**config.mk**
```make
export PLATFORM = sky130hd
export DESIGN_NAME = ass_top
export DESIGN_NICKNAME = d
export VERILOG_FILES = /design/src/rtl/ass_pkg.sv /design/src/rtl/ass_top.sv /design/src/rtl/ass_axis.sv
export SDC_FILE = /design/constraint.sdc
export NUM_CORES = 1
export LEC_CHECK = 0
export BUFFER_PORTS_ARGS = -buffer_cell sky130_fd_sc_hd__buf_4
export CAP_MARGIN = 20
export CORE_MARGIN = 5
export CORE_UTILIZATION = 30
export CTS_CLUSTER_DIAMETER = 150
export DETAILED_ROUTE_END_ITERATION = 16
export HOLD_SLACK_MARGIN = 0.1
export SYNTH_ARGS = -nofsm -noshare
export SYNTH_HDL_FRONTEND = slang
export SYNTH_SLANG_ARGS = --single-unit
```
**constraint.sdc**
```tcl
create_clock -name pclk -period 8.3 [get_ports pclk]
set_input_delay 2.49 -clock pclk [delete_from_list [all_inputs] [get_ports pclk]]
set_output_delay 2.49 -clock pclk [all_outputs]
set_load 0.005 [all_outputs]
```
**src/rtl/ass_pkg.sv**
```systemverilog
// Purpose: constants and types for the alarm stop sequencer
// Assumes: one clock pclk at 250 MHz, APB register access
// Notes: register offsets are byte addresses on 32-bit words
//
// Behaviour
// RL1 - History keeps the sixteen newest alarm records readable.
// RL2 - A new alarm into a full history drops the oldest record.
// RL3 - Each record holds alarm number and powered-on time at the alarm.
// RL4 - History empties on clear setting, tool or transient command.
// RL5 - Every alarm maps to one of three stop methods.
// RL6 - Forced deceleration ramps down first, then applies dynamic brake.
// RL7 - Dynamic brake method brakes at once; without brake the motor coasts.
// RL8 - Electronic brake only for qualifying motors, else dynamic brake.
// RL9 - Deceleration select 2 enables ramp, 0 disables it and brakes.
// RL10 - Configurer should disable ramp stop on mechanically coupled axes.
// RL11 - Torque, torque-continuous and pressure modes never ramp on alarm.
// RL12 - In cyclic synchronous mode, commands are ignored while stopped.
// RL13 - Controller must re-establish position command before resuming.
// RL14 - Ramp stop drops brake interlock and fault outputs on alarm.
// RL15 - During ramp the speed reference is internal, falling to zero.
// RL16 - Cut energy and brake when reference is zero and speed is low.
// RL17 - Brake stop drops interlock and fault at once, then brakes.
// RL18 - Lost network communication may engage the dynamic brake.
// RL19 - Own-axis alarm stops only that axis; others keep running.
// RL20 - All-axis alarm puts every axis into the stop sequence.
// RL21 - Shared converter needs multi-unit coordination select set to 1.
package ass_pkg;
   // ********************************************************************
   // Register map
   // ********************************************************************
   localparam logic [11:0] ADDR_CTRL = 12'h000;
   localparam logic [11:0] ADDR_STATUS = 12'h004;
   localparam logic [11:0] ADDR_ZSPEED = 12'h008;
   localparam logic [11:0] ADDR_DECSTEP = 12'h00C;
   localparam logic [11:0] ADDR_HCOUNT = 12'h010;
   localparam logic [11:0] ADDR_HCLEAR = 12'h014;
   localparam logic [11:0] ADDR_HIST = 12'h100;
   localparam logic [11:0] ADDR_HIST_END = 12'h17C;
   localparam logic [15:0] HCLEAR_KEY = 16'h1EA5;
   // Control register fields
   localparam int CTRL_DECEL_LSB = 0;
   localparam int CTRL_HCLR_NET = 4;
   localparam int CTRL_HCLR_PULSE = 5;
   localparam int CTRL_COORD = 6;
   localparam int CTRL_DB_FITTED = 7;
   localparam int CTRL_NETLOSS_DB = 8;
   localparam logic [31:0] CTRL_RESET = 32'h0000_0080;
   localparam logic [3:0] DECEL_ON = 4'h2;
   localparam logic [3:0] DECEL_OFF = 4'h0;
   localparam logic [15:0] ZSPEED_RESET = 16'h0032;
   localparam logic [15:0] DECSTEP_RESET = 16'h0001;
   // ********************************************************************
   // Modes and methods
   // ********************************************************************
   localparam logic [2:0] MODE_TORQUE = 3'h1;
   localparam logic [2:0] MODE_TQ_CONT = 3'h2;
   localparam logic [2:0] MODE_PRESSURE = 3'h3;
   localparam logic [2:0] MODE_CYC_SYNC = 3'h4;
   typedef enum logic [1:0] {
      ASS_METH_DECEL, ASS_METH_DBRAKE, ASS_METH_EDBRAKE
   } ass_method_t;
   typedef enum logic [2:0] {
      ASS_RUN, ASS_RAMP, ASS_DBRAKE, ASS_EDBRAKE, ASS_COAST
   } ass_state_t;
endpackage

```
**src/rtl/ass_top.sv**
```systemverilog
// Purpose: alarm history and stop sequencer for a multi-axis drive
// Assumes: APB slave, alarms arrive as one-cycle pulses
// Notes: history record is alarm number word plus power-on seconds word
//
// Added by the designer: the register addresses and the APB register port.
`timescale 1ns/10ps
module ass_top
   import ass_pkg::*;
#(
   parameter int NAX = 2,
   parameter int DEPTH = 16,
   parameter int SPW = 16,
   parameter int TICKS_PER_SEC = 250000000
) (
   // APB
   input wire logic pclk,
   input wire logic presetn,
   input wire logic psel,
   input wire logic penable,
   input wire logic pwrite,
   input wire logic [11:0] paddr,
   input wire logic [31:0] pwdata,
   output logic [31:0] prdata,
   output logic pready,
   output logic pslverr,
   // Alarm source
   input wire logic alarm_valid,
   input wire logic [31:0] alarm_number,
   input wire logic [1:0] alarm_method,
   input wire logic alarm_all_axes,
   input wire logic [NAX-1:0] alarm_axis,
   input wire logic alarm_reset,
   input wire logic netloss,
   input wire logic tool_clear,
   input wire logic transient_clear,
   // Motor
   input wire logic [NAX-1:0] edb_motor,
   input wire logic [2:0] ctrl_mode,
   input wire logic [NAX*SPW-1:0] cmd_speed,
   input wire logic [NAX*SPW-1:0] act_speed,
   // Drive outputs
   output logic [NAX*SPW-1:0] speed_ref,
   output logic [NAX-1:0] base_on,
   output logic [NAX-1:0] dbrake_on,
   output logic [NAX-1:0] edbrake_on,
   output logic [NAX-1:0] brake_interlock_out,
   output logic [NAX-1:0] fault_output,
   output logic [NAX-1:0] cmd_accept,
   output logic coord_out
);
   localparam int AW = $clog2(DEPTH);

   typedef struct packed {
      logic [31:0] ctrl;
      logic [15:0] zspeed;
      logic [15:0] decstep;
      logic [AW:0] count;
      logic [AW-1:0] head;
      logic [31:0] tick;
      logic [31:0] secs;
      logic [31:0] rdata;
      logic ready;
   } ass_top_t;
   ass_top_t s_q, s_d;
   logic [31:0] hist_num [DEPTH];
   logic [31:0] hist_time [DEPTH];

   logic apb_setup;
   logic apb_wr;
   logic hist_clear;
   logic [NAX-1:0] stop_req;
   logic [NAX-1:0] stopped;
   logic decel_en;
   logic [AW-1:0] rd_idx;
   logic [AW-1:0] rd_slot;
   logic rd_hist;

   // ********************************************************************
   // Bus decode
   // ********************************************************************
   // Zero-wait access for every register, the history read included
   assign apb_setup = psel && !penable;
   assign apb_wr = psel && penable && pwrite && s_q.ready;
   assign pready = s_q.ready;
   assign pslverr = 1'b0;
   assign prdata = s_q.rdata;
   assign rd_hist = (paddr >= ADDR_HIST) && (paddr <= ADDR_HIST_END);
   assign rd_idx = AW'((paddr - ADDR_HIST) >> 3);
   // Index 0 is the newest record
   assign rd_slot = s_q.head - AW'(1) - rd_idx;

   // Deceleration enabled only with select value 2
   assign decel_en = (s_q.ctrl[CTRL_DECEL_LSB +: 4] == DECEL_ON); // RL9

   // History clear sources
   assign hist_clear = (s_q.ctrl[CTRL_HCLR_NET] || s_q.ctrl[CTRL_HCLR_PULSE]
      || tool_clear || transient_clear
      || (apb_wr && paddr == ADDR_HCLEAR
          && pwdata[15:0] == HCLEAR_KEY)); // RL4

   // ********************************************************************
   // Register and timer next state
   // ********************************************************************
   always_comb begin
      s_d = s_q;
      // Power-on time base in seconds
      if (s_q.tick == 32'(TICKS_PER_SEC - 1)) begin
         s_d.tick = '0;
         s_d.secs = s_q.secs + 32'h1;
      end else begin
         s_d.tick = s_q.tick + 32'h1;
      end
      // Ready rises in the cycle after setup
      s_d.ready = apb_setup;
      if (apb_setup && !pwrite) begin
         if (rd_hist) begin
            if (AW'(rd_idx) < s_q.count[AW-1:0] || s_q.count[AW]) begin
               s_d.rdata = paddr[2] ? hist_time[rd_slot]
                  : hist_num[rd_slot]; // RL1 RL3
            end else begin
               s_d.rdata = '0;
            end
         end else begin
            case (paddr)
               ADDR_CTRL: s_d.rdata = s_q.ctrl;
               ADDR_STATUS: s_d.rdata = 32'({stopped, decel_en});
               ADDR_ZSPEED: s_d.rdata = 32'(s_q.zspeed);
               ADDR_DECSTEP: s_d.rdata = 32'(s_q.decstep);
               ADDR_HCOUNT: s_d.rdata = 32'(s_q.count);
               default: s_d.rdata = '0;
            endcase
         end
      end
      // Clear selections act once then self-clear; a same-cycle write wins
      if (s_q.ctrl[CTRL_HCLR_NET] || s_q.ctrl[CTRL_HCLR_PULSE]) begin
         s_d.ctrl[CTRL_HCLR_NET] = 1'b0;
         s_d.ctrl[CTRL_HCLR_PULSE] = 1'b0;
      end
      if (apb_wr) begin
         case (paddr)
            ADDR_CTRL: s_d.ctrl = pwdata;
            ADDR_ZSPEED: s_d.zspeed = pwdata[15:0];
            ADDR_DECSTEP: s_d.decstep = pwdata[15:0];
            default: s_d.ctrl = s_d.ctrl;
         endcase
      end
      // History pointers: a new alarm wins over a clear
      if (alarm_valid) begin
         s_d.head = s_q.head + AW'(1);
         if (hist_clear) begin
            s_d.head = s_q.head + AW'(1);
            s_d.count = (AW+1)'(1);
         end else if (s_q.count != (AW+1)'(DEPTH)) begin
            s_d.count = s_q.count + (AW+1)'(1); // RL2
         end
      end else if (hist_clear) begin
         s_d.count = '0; // RL4
      end
   end

   always_ff @(posedge pclk or negedge presetn) begin
      if (!presetn) begin
         s_q <= '{ctrl: CTRL_RESET, zspeed: ZSPEED_RESET,
            decstep: DECSTEP_RESET, default: '0};
      end else begin
         s_q <= s_d;
      end
   end

   // ********************************************************************
   // History memory
   // ********************************************************************
   // Ring store, oldest slot overwritten when full
   always_ff @(posedge pclk) begin
      if (alarm_valid) begin
         hist_num[s_q.head] <= alarm_number; // RL2 RL3
         hist_time[s_q.head] <= s_q.secs; // RL3
      end
   end

   // ********************************************************************
   // Axis stop routing
   // ********************************************************************
   // All-axis alarms, or a braking network loss, stop every axis
   always_comb begin
      stop_req = '0;
      if (alarm_valid) begin
         stop_req = alarm_all_axes ? '1 : alarm_axis; // RL19 RL20
      end
      if (netloss && s_q.ctrl[CTRL_NETLOSS_DB]) begin
         stop_req = '1; // RL18
      end
   end

   assign coord_out = s_q.ctrl[CTRL_COORD] && (stopped == '1); // RL21

   genvar g;
   generate
      for (g = 0; g < NAX; g++) begin : gen_ax
         ass_axis #(
            .SPW(SPW)
         ) u_ax (
            .pclk(pclk),
            .presetn(presetn),
            .stop_req(stop_req[g]),
            .stop_method((netloss && s_q.ctrl[CTRL_NETLOSS_DB])
               ? 2'(ASS_METH_DBRAKE) : alarm_method),
            .alarm_reset(alarm_reset),
            .decel_en(decel_en),
            .db_fitted(s_q.ctrl[CTRL_DB_FITTED]),
            .edb_motor(edb_motor[g]),
            .ctrl_mode(ctrl_mode),
            .zero_speed(SPW'(s_q.zspeed)),
            .decel_step(SPW'(s_q.decstep)),
            .cmd_speed(cmd_speed[g*SPW +: SPW]),
            .act_speed(act_speed[g*SPW +: SPW]),
            .speed_ref(speed_ref[g*SPW +: SPW]),
            .base_on(base_on[g]),
            .dbrake_on(dbrake_on[g]),
            .edbrake_on(edbrake_on[g]),
            .brake_interlock_out(brake_interlock_out[g]),
            .fault_output(fault_output[g]),
            .stopped(stopped[g])
         );
         // Cyclic synchronous commands refused while stopped
         assign cmd_accept[g] = !(stopped[g]
            && ctrl_mode == MODE_CYC_SYNC); // RL12 RL13
      end
   endgenerate

   // ********************************************************************
   // Checks
   // ********************************************************************
   property p_hist_cap;
      @(posedge pclk) disable iff (!presetn)
      s_q.count <= (AW+1)'(DEPTH);
   endproperty
   a_hist_cap: assert property (p_hist_cap) // RL1
      else $error("history over depth");
   property p_hist_full;
      @(posedge pclk) disable iff (!presetn)
      (alarm_valid && !hist_clear && s_q.count == (AW+1)'(DEPTH))
         |=> s_q.count == (AW+1)'(DEPTH);
   endproperty
   a_hist_full: assert property (p_hist_full) // RL2
      else $error("full history count changed");
   property p_hist_clr;
      @(posedge pclk) disable iff (!presetn)
      (hist_clear && !alarm_valid) |=> s_q.count == '0;
   endproperty
   a_hist_clr: assert property (p_hist_clr) // RL4
      else $error("history not cleared");
   property p_all_axes;
      @(posedge pclk) disable iff (!presetn)
      (alarm_valid && alarm_all_axes) |=> (stopped == '1);
   endproperty
   a_all_axes: assert property (p_all_axes) // RL20
      else $error("all-axis alarm missed an axis");
   property p_cyc_block;
      @(posedge pclk) disable iff (!presetn)
      (ctrl_mode == MODE_CYC_SYNC && alarm_valid && alarm_all_axes)
         |=> (ctrl_mode != MODE_CYC_SYNC) || !cmd_accept[0];
   endproperty
   a_cyc_block: assert property (p_cyc_block) // RL12
      else $error("command accepted while stopped");
endmodule

```
**src/rtl/ass_axis.sv**
```systemverilog
// Purpose: stop sequence of one axis
// Assumes: alarm request pulse, speeds as unsigned magnitudes
// Notes: stays stopped until the alarm reset pulse
`timescale 1ns/10ps
module ass_axis
   import ass_pkg::*;
#(
   parameter int SPW = 16
) (
   // Clock and reset
   input wire logic pclk,
   input wire logic presetn,
   // Alarm entry
   input wire logic stop_req,
   input wire logic [1:0] stop_method,
   input wire logic alarm_reset,
   // Configuration
   input wire logic decel_en,
   input wire logic db_fitted,
   input wire logic edb_motor,
   input wire logic [2:0] ctrl_mode,
   input wire logic [SPW-1:0] zero_speed,
   input wire logic [SPW-1:0] decel_step,
   // Motion
   input wire logic [SPW-1:0] cmd_speed,
   input wire logic [SPW-1:0] act_speed,
   // Outputs
   output logic [SPW-1:0] speed_ref,
   output logic base_on,
   output logic dbrake_on,
   output logic edbrake_on,
   output logic brake_interlock_out,
   output logic fault_output,
   output logic stopped
);
   typedef struct packed {
      ass_state_t st;
      logic [SPW-1:0] ref_v;
   } ass_ax_t;
   ass_ax_t s_q, s_d;

   // ********************************************************************
   // Stop sequencing
   // ********************************************************************
   // Choose the stop entry from method, mode and hardware
   function automatic ass_state_t pick(input logic [1:0] m);
      logic no_ramp;
      no_ramp = (ctrl_mode == MODE_TORQUE) || (ctrl_mode == MODE_TQ_CONT)
         || (ctrl_mode == MODE_PRESSURE); // RL11
      if (m == ASS_METH_DECEL && decel_en && !no_ramp) begin // RL6 RL9
         pick = ASS_RAMP;
      end else if (m == ASS_METH_EDBRAKE && edb_motor) begin // RL8
         pick = ASS_EDBRAKE;
      end else begin
         pick = db_fitted ? ASS_DBRAKE : ASS_COAST; // RL7
      end
   endfunction

   always_comb begin
      s_d = s_q;
      case (s_q.st)
         ASS_RUN: begin
            s_d.ref_v = cmd_speed;
            if (stop_req) begin
               s_d.st = pick(stop_method); // RL5 RL17
            end
         end
         ASS_RAMP: begin
            // Internal reference falls toward zero
            if (s_q.ref_v > decel_step) begin // RL15
               s_d.ref_v = s_q.ref_v - decel_step;
            end else begin
               s_d.ref_v = '0;
            end
            if (s_q.ref_v == '0 && act_speed <= zero_speed) begin // RL16
               s_d.st = db_fitted ? ASS_DBRAKE : ASS_COAST;
            end
         end
         ASS_DBRAKE, ASS_EDBRAKE, ASS_COAST: begin
            s_d.ref_v = '0;
            if (alarm_reset) begin
               s_d.st = ASS_RUN;
            end
         end
         default: s_d.st = ASS_RUN;
      endcase
   end

   always_ff @(posedge pclk or negedge presetn) begin
      if (!presetn) begin
         s_q <= '{st: ASS_RUN, ref_v: '0};
      end else begin
         s_q <= s_d;
      end
   end

   // Outputs from state
   assign speed_ref = s_q.ref_v;
   assign base_on = (s_q.st == ASS_RUN) || (s_q.st == ASS_RAMP); // RL16
   assign dbrake_on = (s_q.st == ASS_DBRAKE);
   assign edbrake_on = (s_q.st == ASS_EDBRAKE);
   assign brake_interlock_out = (s_q.st == ASS_RUN); // RL14 RL17
   assign fault_output = (s_q.st == ASS_RUN); // RL14 RL17
   assign stopped = (s_q.st != ASS_RUN);

   // ********************************************************************
   // Checks
   // ********************************************************************
   property p_ramp_drop;
      @(posedge pclk) disable iff (!presetn)
      (s_q.st == ASS_RAMP) |-> !brake_interlock_out && !fault_output;
   endproperty
   a_ramp_drop: assert property (p_ramp_drop) // RL14
      else $error("outputs high during ramp");
   property p_ramp_falls;
      @(posedge pclk) disable iff (!presetn)
      (s_q.st == ASS_RAMP) ##1 (s_q.st == ASS_RAMP)
         |-> speed_ref <= $past(speed_ref);
   endproperty
   a_ramp_falls: assert property (p_ramp_falls) // RL15
      else $error("ramp reference rose");
   property p_brake_end;
      @(posedge pclk) disable iff (!presetn)
      (s_q.st == ASS_RAMP && speed_ref == '0 && act_speed <= zero_speed)
         |=> !base_on;
   endproperty
   a_brake_end: assert property (p_brake_end) // RL16
      else $error("energy not cut at standstill");
   property p_no_ramp_mode;
      @(posedge pclk) disable iff (!presetn)
      (s_q.st == ASS_RUN && stop_req && ctrl_mode == MODE_TORQUE)
         |=> s_q.st != ASS_RAMP;
   endproperty
   a_no_ramp_mode: assert property (p_no_ramp_mode) // RL11
      else $error("ramp in torque mode");
   property p_dbrake_now;
      @(posedge pclk) disable iff (!presetn)
      (s_q.st == ASS_RUN && stop_req && stop_method == ASS_METH_DBRAKE
         && db_fitted) |=> dbrake_on && !fault_output;
   endproperty
   a_dbrake_now: assert property (p_dbrake_now) // RL17
      else $error("brake stop not immediate");
   property p_edb_fallback;
      @(posedge pclk) disable iff (!presetn)
      (s_q.st == ASS_RUN && stop_req && stop_method == ASS_METH_EDBRAKE
         && !edb_motor) |=> !edbrake_on;
   endproperty
   a_edb_fallback: assert property (p_edb_fallback) // RL8
      else $error("electronic brake on other motor");
   property p_decel_off;
      @(posedge pclk) disable iff (!presetn)
      (s_q.st == ASS_RUN && stop_req && !decel_en) |=> s_q.st != ASS_RAMP;
   endproperty
   a_decel_off: assert property (p_decel_off) // RL9
      else $error("ramp with decel disabled");
   property p_coast;
      @(posedge pclk) disable iff (!presetn)
      (s_q.st == ASS_RUN && stop_req && stop_method == ASS_METH_DBRAKE
         && !db_fitted) |=> !dbrake_on && !base_on;
   endproperty
   a_coast: assert property (p_coast) // RL7
      else $error("no coast without brake");
endmodule

```
==> impl_metrics.csv <==
group,metric,value,unit
critical_path,path_max_fanout,45,
clock_network,cts.clk_slew.worst_paths,0.06,ns
clock_network,cts-hold-fix-buffers,0,
floorplanning,die_w,425,microns
clock_network,cts_setup_buffers,0,
global_route,grt_first_pass_wirelength,204,mm
timing,period_share,66.7,%
synth,ys.flop_type,"edfxtp_1",
hold_path,hold_depth,1,
clock_network,cts.repair.resized,0,
clock_network,cts-root-buf,"clkbuf_16",
floorplanning,die_h,425,microns
critical_path,r2r_slack,4.23,ns
route,first_pass_iters,5,
synth,synth_top_area_share,59.6,%
global_route,grt_pass1_vias,28600,
power_and_ir_drop,leakage,0.0208,uW
outcome,status,"finished clean",
hold_path,hold_path.class,"register to register",
floorplanning,ioPinCount,239,
finish,regArea,36000,sq um
place,place.port_buffers,237,
synth,synth_area_leaders,"edfxtp_1 (60%), mux4_2 (12%), dfrtp_1 (9.8%), ha_1 (1.9%), buf_4 (1.4%)",
synth,ys_ff_latch,1232,
finish,final_nets,3390,
synth,synthArstFlopShare,16.9,%
clock_network,cts_tree,"yes",
timing,hold_ws,0.498,ns
critical_path,cp-start-kind,"primary input",
timing,fin_crit,5.53,ns
floorplanning,initial_utilization,30.1,%
clock_network,clockBufferDepth,3,
finish,multi_input_area,14400,sq um
run,maxCapViolCount,0,
critical_path,r2r.worst_path.cells,8,
timing,worst_pin_slew,1.02,ns
route,drc,0,
finish,final_util,34.9,%
synth,ys_seq_area_share,69.7,%
route,drt.antenna.violating_nets,0,
clock_network,cts_htree_levels,3,
finish,fin_area,59800,sq um
place,dp_cells,5340,
floorplanning,dieArea,180000,sq um
clock_network,clock_sinks,1232,
critical_path,critPathRequiredTime,8.95,ns
synth,synthDistinctLibCells,82,
place,place_area,55800,sq um
floorplanning,row_count,152,
global_route,antenna_found_initial,7,
critical_path,critPathArrivalTime,6.19,ns
timing,final-max-slew-violation-count,0,
route,routed_wl,140,mm
timing,max_freq,0.181,GHz
timing,fin_setup_tns,0,ns
synth,yosysTopAreaCell,"edfxtp_1",
finish,drive_above_1_share,26.4,%
route,wl_per_cell,25.2,microns
clock_network,numCtsBuffers,116,
global_route,grt-ovfl-total,0,
route,drt-vias-per-instance,4.99,
timing,relSlewSlack,31.9,%
synth,syn_nets,3167,
route,drtIter0Drc,2440,
timing,rsz0062_at_grt,"false",
clock_network,clkLatencyLatePin,0.73,ns
floorplanning,core,171000,sq um
synth,synth_warnings,0,
place,dp_hpwl,86.4,mm
finish,fillers,16100,
finish,finalNonFillerCells,5561,
global_route,track_usage,15.3,%
place,gp_congestion,0.863,
synth,synth-edff-count,1024,
timing,hold_viol_final,0,
finish,area_growth,15.8,%
timing,setup_viol,0,
power_and_ir_drop,power_density,326,nW/um^2
route,vias,27700,
synth,synthCells,2926,
timing,finClkSkew,0.0296,ns
synth,netlist_area,51600,sq um
critical_path,worstSetupPathType,"primary input to register",
global_route,grt_max_degree,124,
critical_path,end_kind,"register",
synth,syn_area_per_cell,17.6,sq um
power_and_ir_drop,peakVddDrop,0.000251,V
-- area by class of cell --
class	instances	area share, %
Sequential cell	1232	60.2
Inverter	60	0.377
Clock inverter	69	1.27
Tap cell	2310	4.84
Antenna cell	2	0.00838
Clock buffer	149	5.25
Timing Repair Buffer	300	3.98
Multi-Input combinational cell	1439	24.1
-- critical path, cell delays in order --
cell,delay [ns]
buf_4,0.16
inv_1,0.11
fa_4,1.43
buf_12,0.33
mux4_2,0.25
nand2_1,0.06
and3_1,0.22
a2111oi_0,0.82
o32a_1,0.24
-- state kept, by name (all words and copies together), names as in the netlist --
signal / cells
hist_num: 512
hist_time: 512
s_q: 137
gen_ax.u_ax.speed_ref: 32
prdata: 32
gen_ax.u_ax.s_q: 6
pready: 1
-- logic make-up (layout without fill, tap and decap cells) --
kind of cell | count (synthesis) | count (layout) | share of synthesized area, %
muxes | 396 | 396 | 14.6
and+or+nand+nor | 535 | 535 | 5.17
AOI/OAI and AO/OA | 335 | 335 | 4.20
DFF | 1232 | 1232 | 69.7
other | 1 | 3 | 0.00727
xor gates and xnor gates | 91 | 91 | 1.57
adders and majority gates | 81 | 81 | 2.01
buffers and inverters | 255 | 578 | 2.74
-- cell usage in the layout (no fill, tap or decap), types with 14 or more instances in the layout --
cell type	netlist	final
o21ai_0	85	85
a21o_1	16	16
nor3_1	16	14
a22oi_1	23	23
xnor2_1	58	56
mux2_2	46	46
a21oi_1	69	69
ha_1	78	77
clkbuf_1	47	23
clkbuf_16	0	117
buf_4	95	286
dfrtp_1	203	203
o22ai_1	22	22
xor2_1	31	31
mux4_2	281	281
nor2_1	96	94
inv_1	57	57
edfxtp_1	1024	1024
nand3_1	70	70
o21a_1	21	21
nand2b_1	14	14
and3_1	29	23
nand4_1	41	41
clkinv_2	0	24
clkinv_1	3	19
nand2_1	185	184
mux2i_1	69	69
-- Yosys cell counts, drive strengths merged, types with 6 or more instances --
master and instances:
nor3 19, nor4b 6, a22oi 23, and2 13, ha 78, nor3b 6, nand2 185, a2111oi 7
a221o 9, edfxtp 1024, xor2 33, nor2 96, and3 30, inv 57, o211ai 9, o21ai 97
xnor2 58, a21o 16, and4 6, nand2b 14, nand4 43, dfrtp 203, a211oi 6, nand3 71
clkbuf 48, mux2i 69, o21a 21, mux4 281, a31oi 7, o22ai 22, mux2 46, a21oi 70
nor2b 15, buf 147, nor4 15, o31ai 7, a2bb2oi 9
-- final timing paths --
check / from / end
hold reg to reg: s_q[71]$_DFF_PN0_ / s_q[71]$_DFF_PN0_
hold / removal: s_q[71]$_DFF_PN0_ / s_q[71]$_DFF_PN0_
min in group asynchronous: presetn / s_q[79]$_DFF_PN0_
max in group asynchronous: presetn / prdata[6]$_DFFE_PN0P_
setup / recovery: paddr[4] / prdata[5]$_DFFE_PN0P_
setup reg to reg: s_q[97]$_DFFE_PN0P_ / prdata[5]$_DFFE_PN0P_
-- through the flow --
stage               total power (uW)  setup slack, ns
detailed placement             14300             2.04
finish                         19500             2.77
floorplan                      12400           0.0706
global route                   20400             2.70
CTS                            19700             2.79
global placement               14300             1.40
-- report_power, final --
group | internal [uW] | switching [uW]
Clock | 3090 | 2330
Sequential | 7280 | 298
Combinational | 2990 | 3520
Total | 13400 | 6150
-- per-layer routing --
metal  global-route usage [%]  part of all wire (%)  vias up
met1                     19.3                    40    14800
met5                        0                     0        -
met2                     27.9                    53      802
met4                     3.94                   2.0        0
li1                         -                     -    12000
met3                     1.87                   4.9      152
Note: power is estimated with default switching activity, not from simulation.
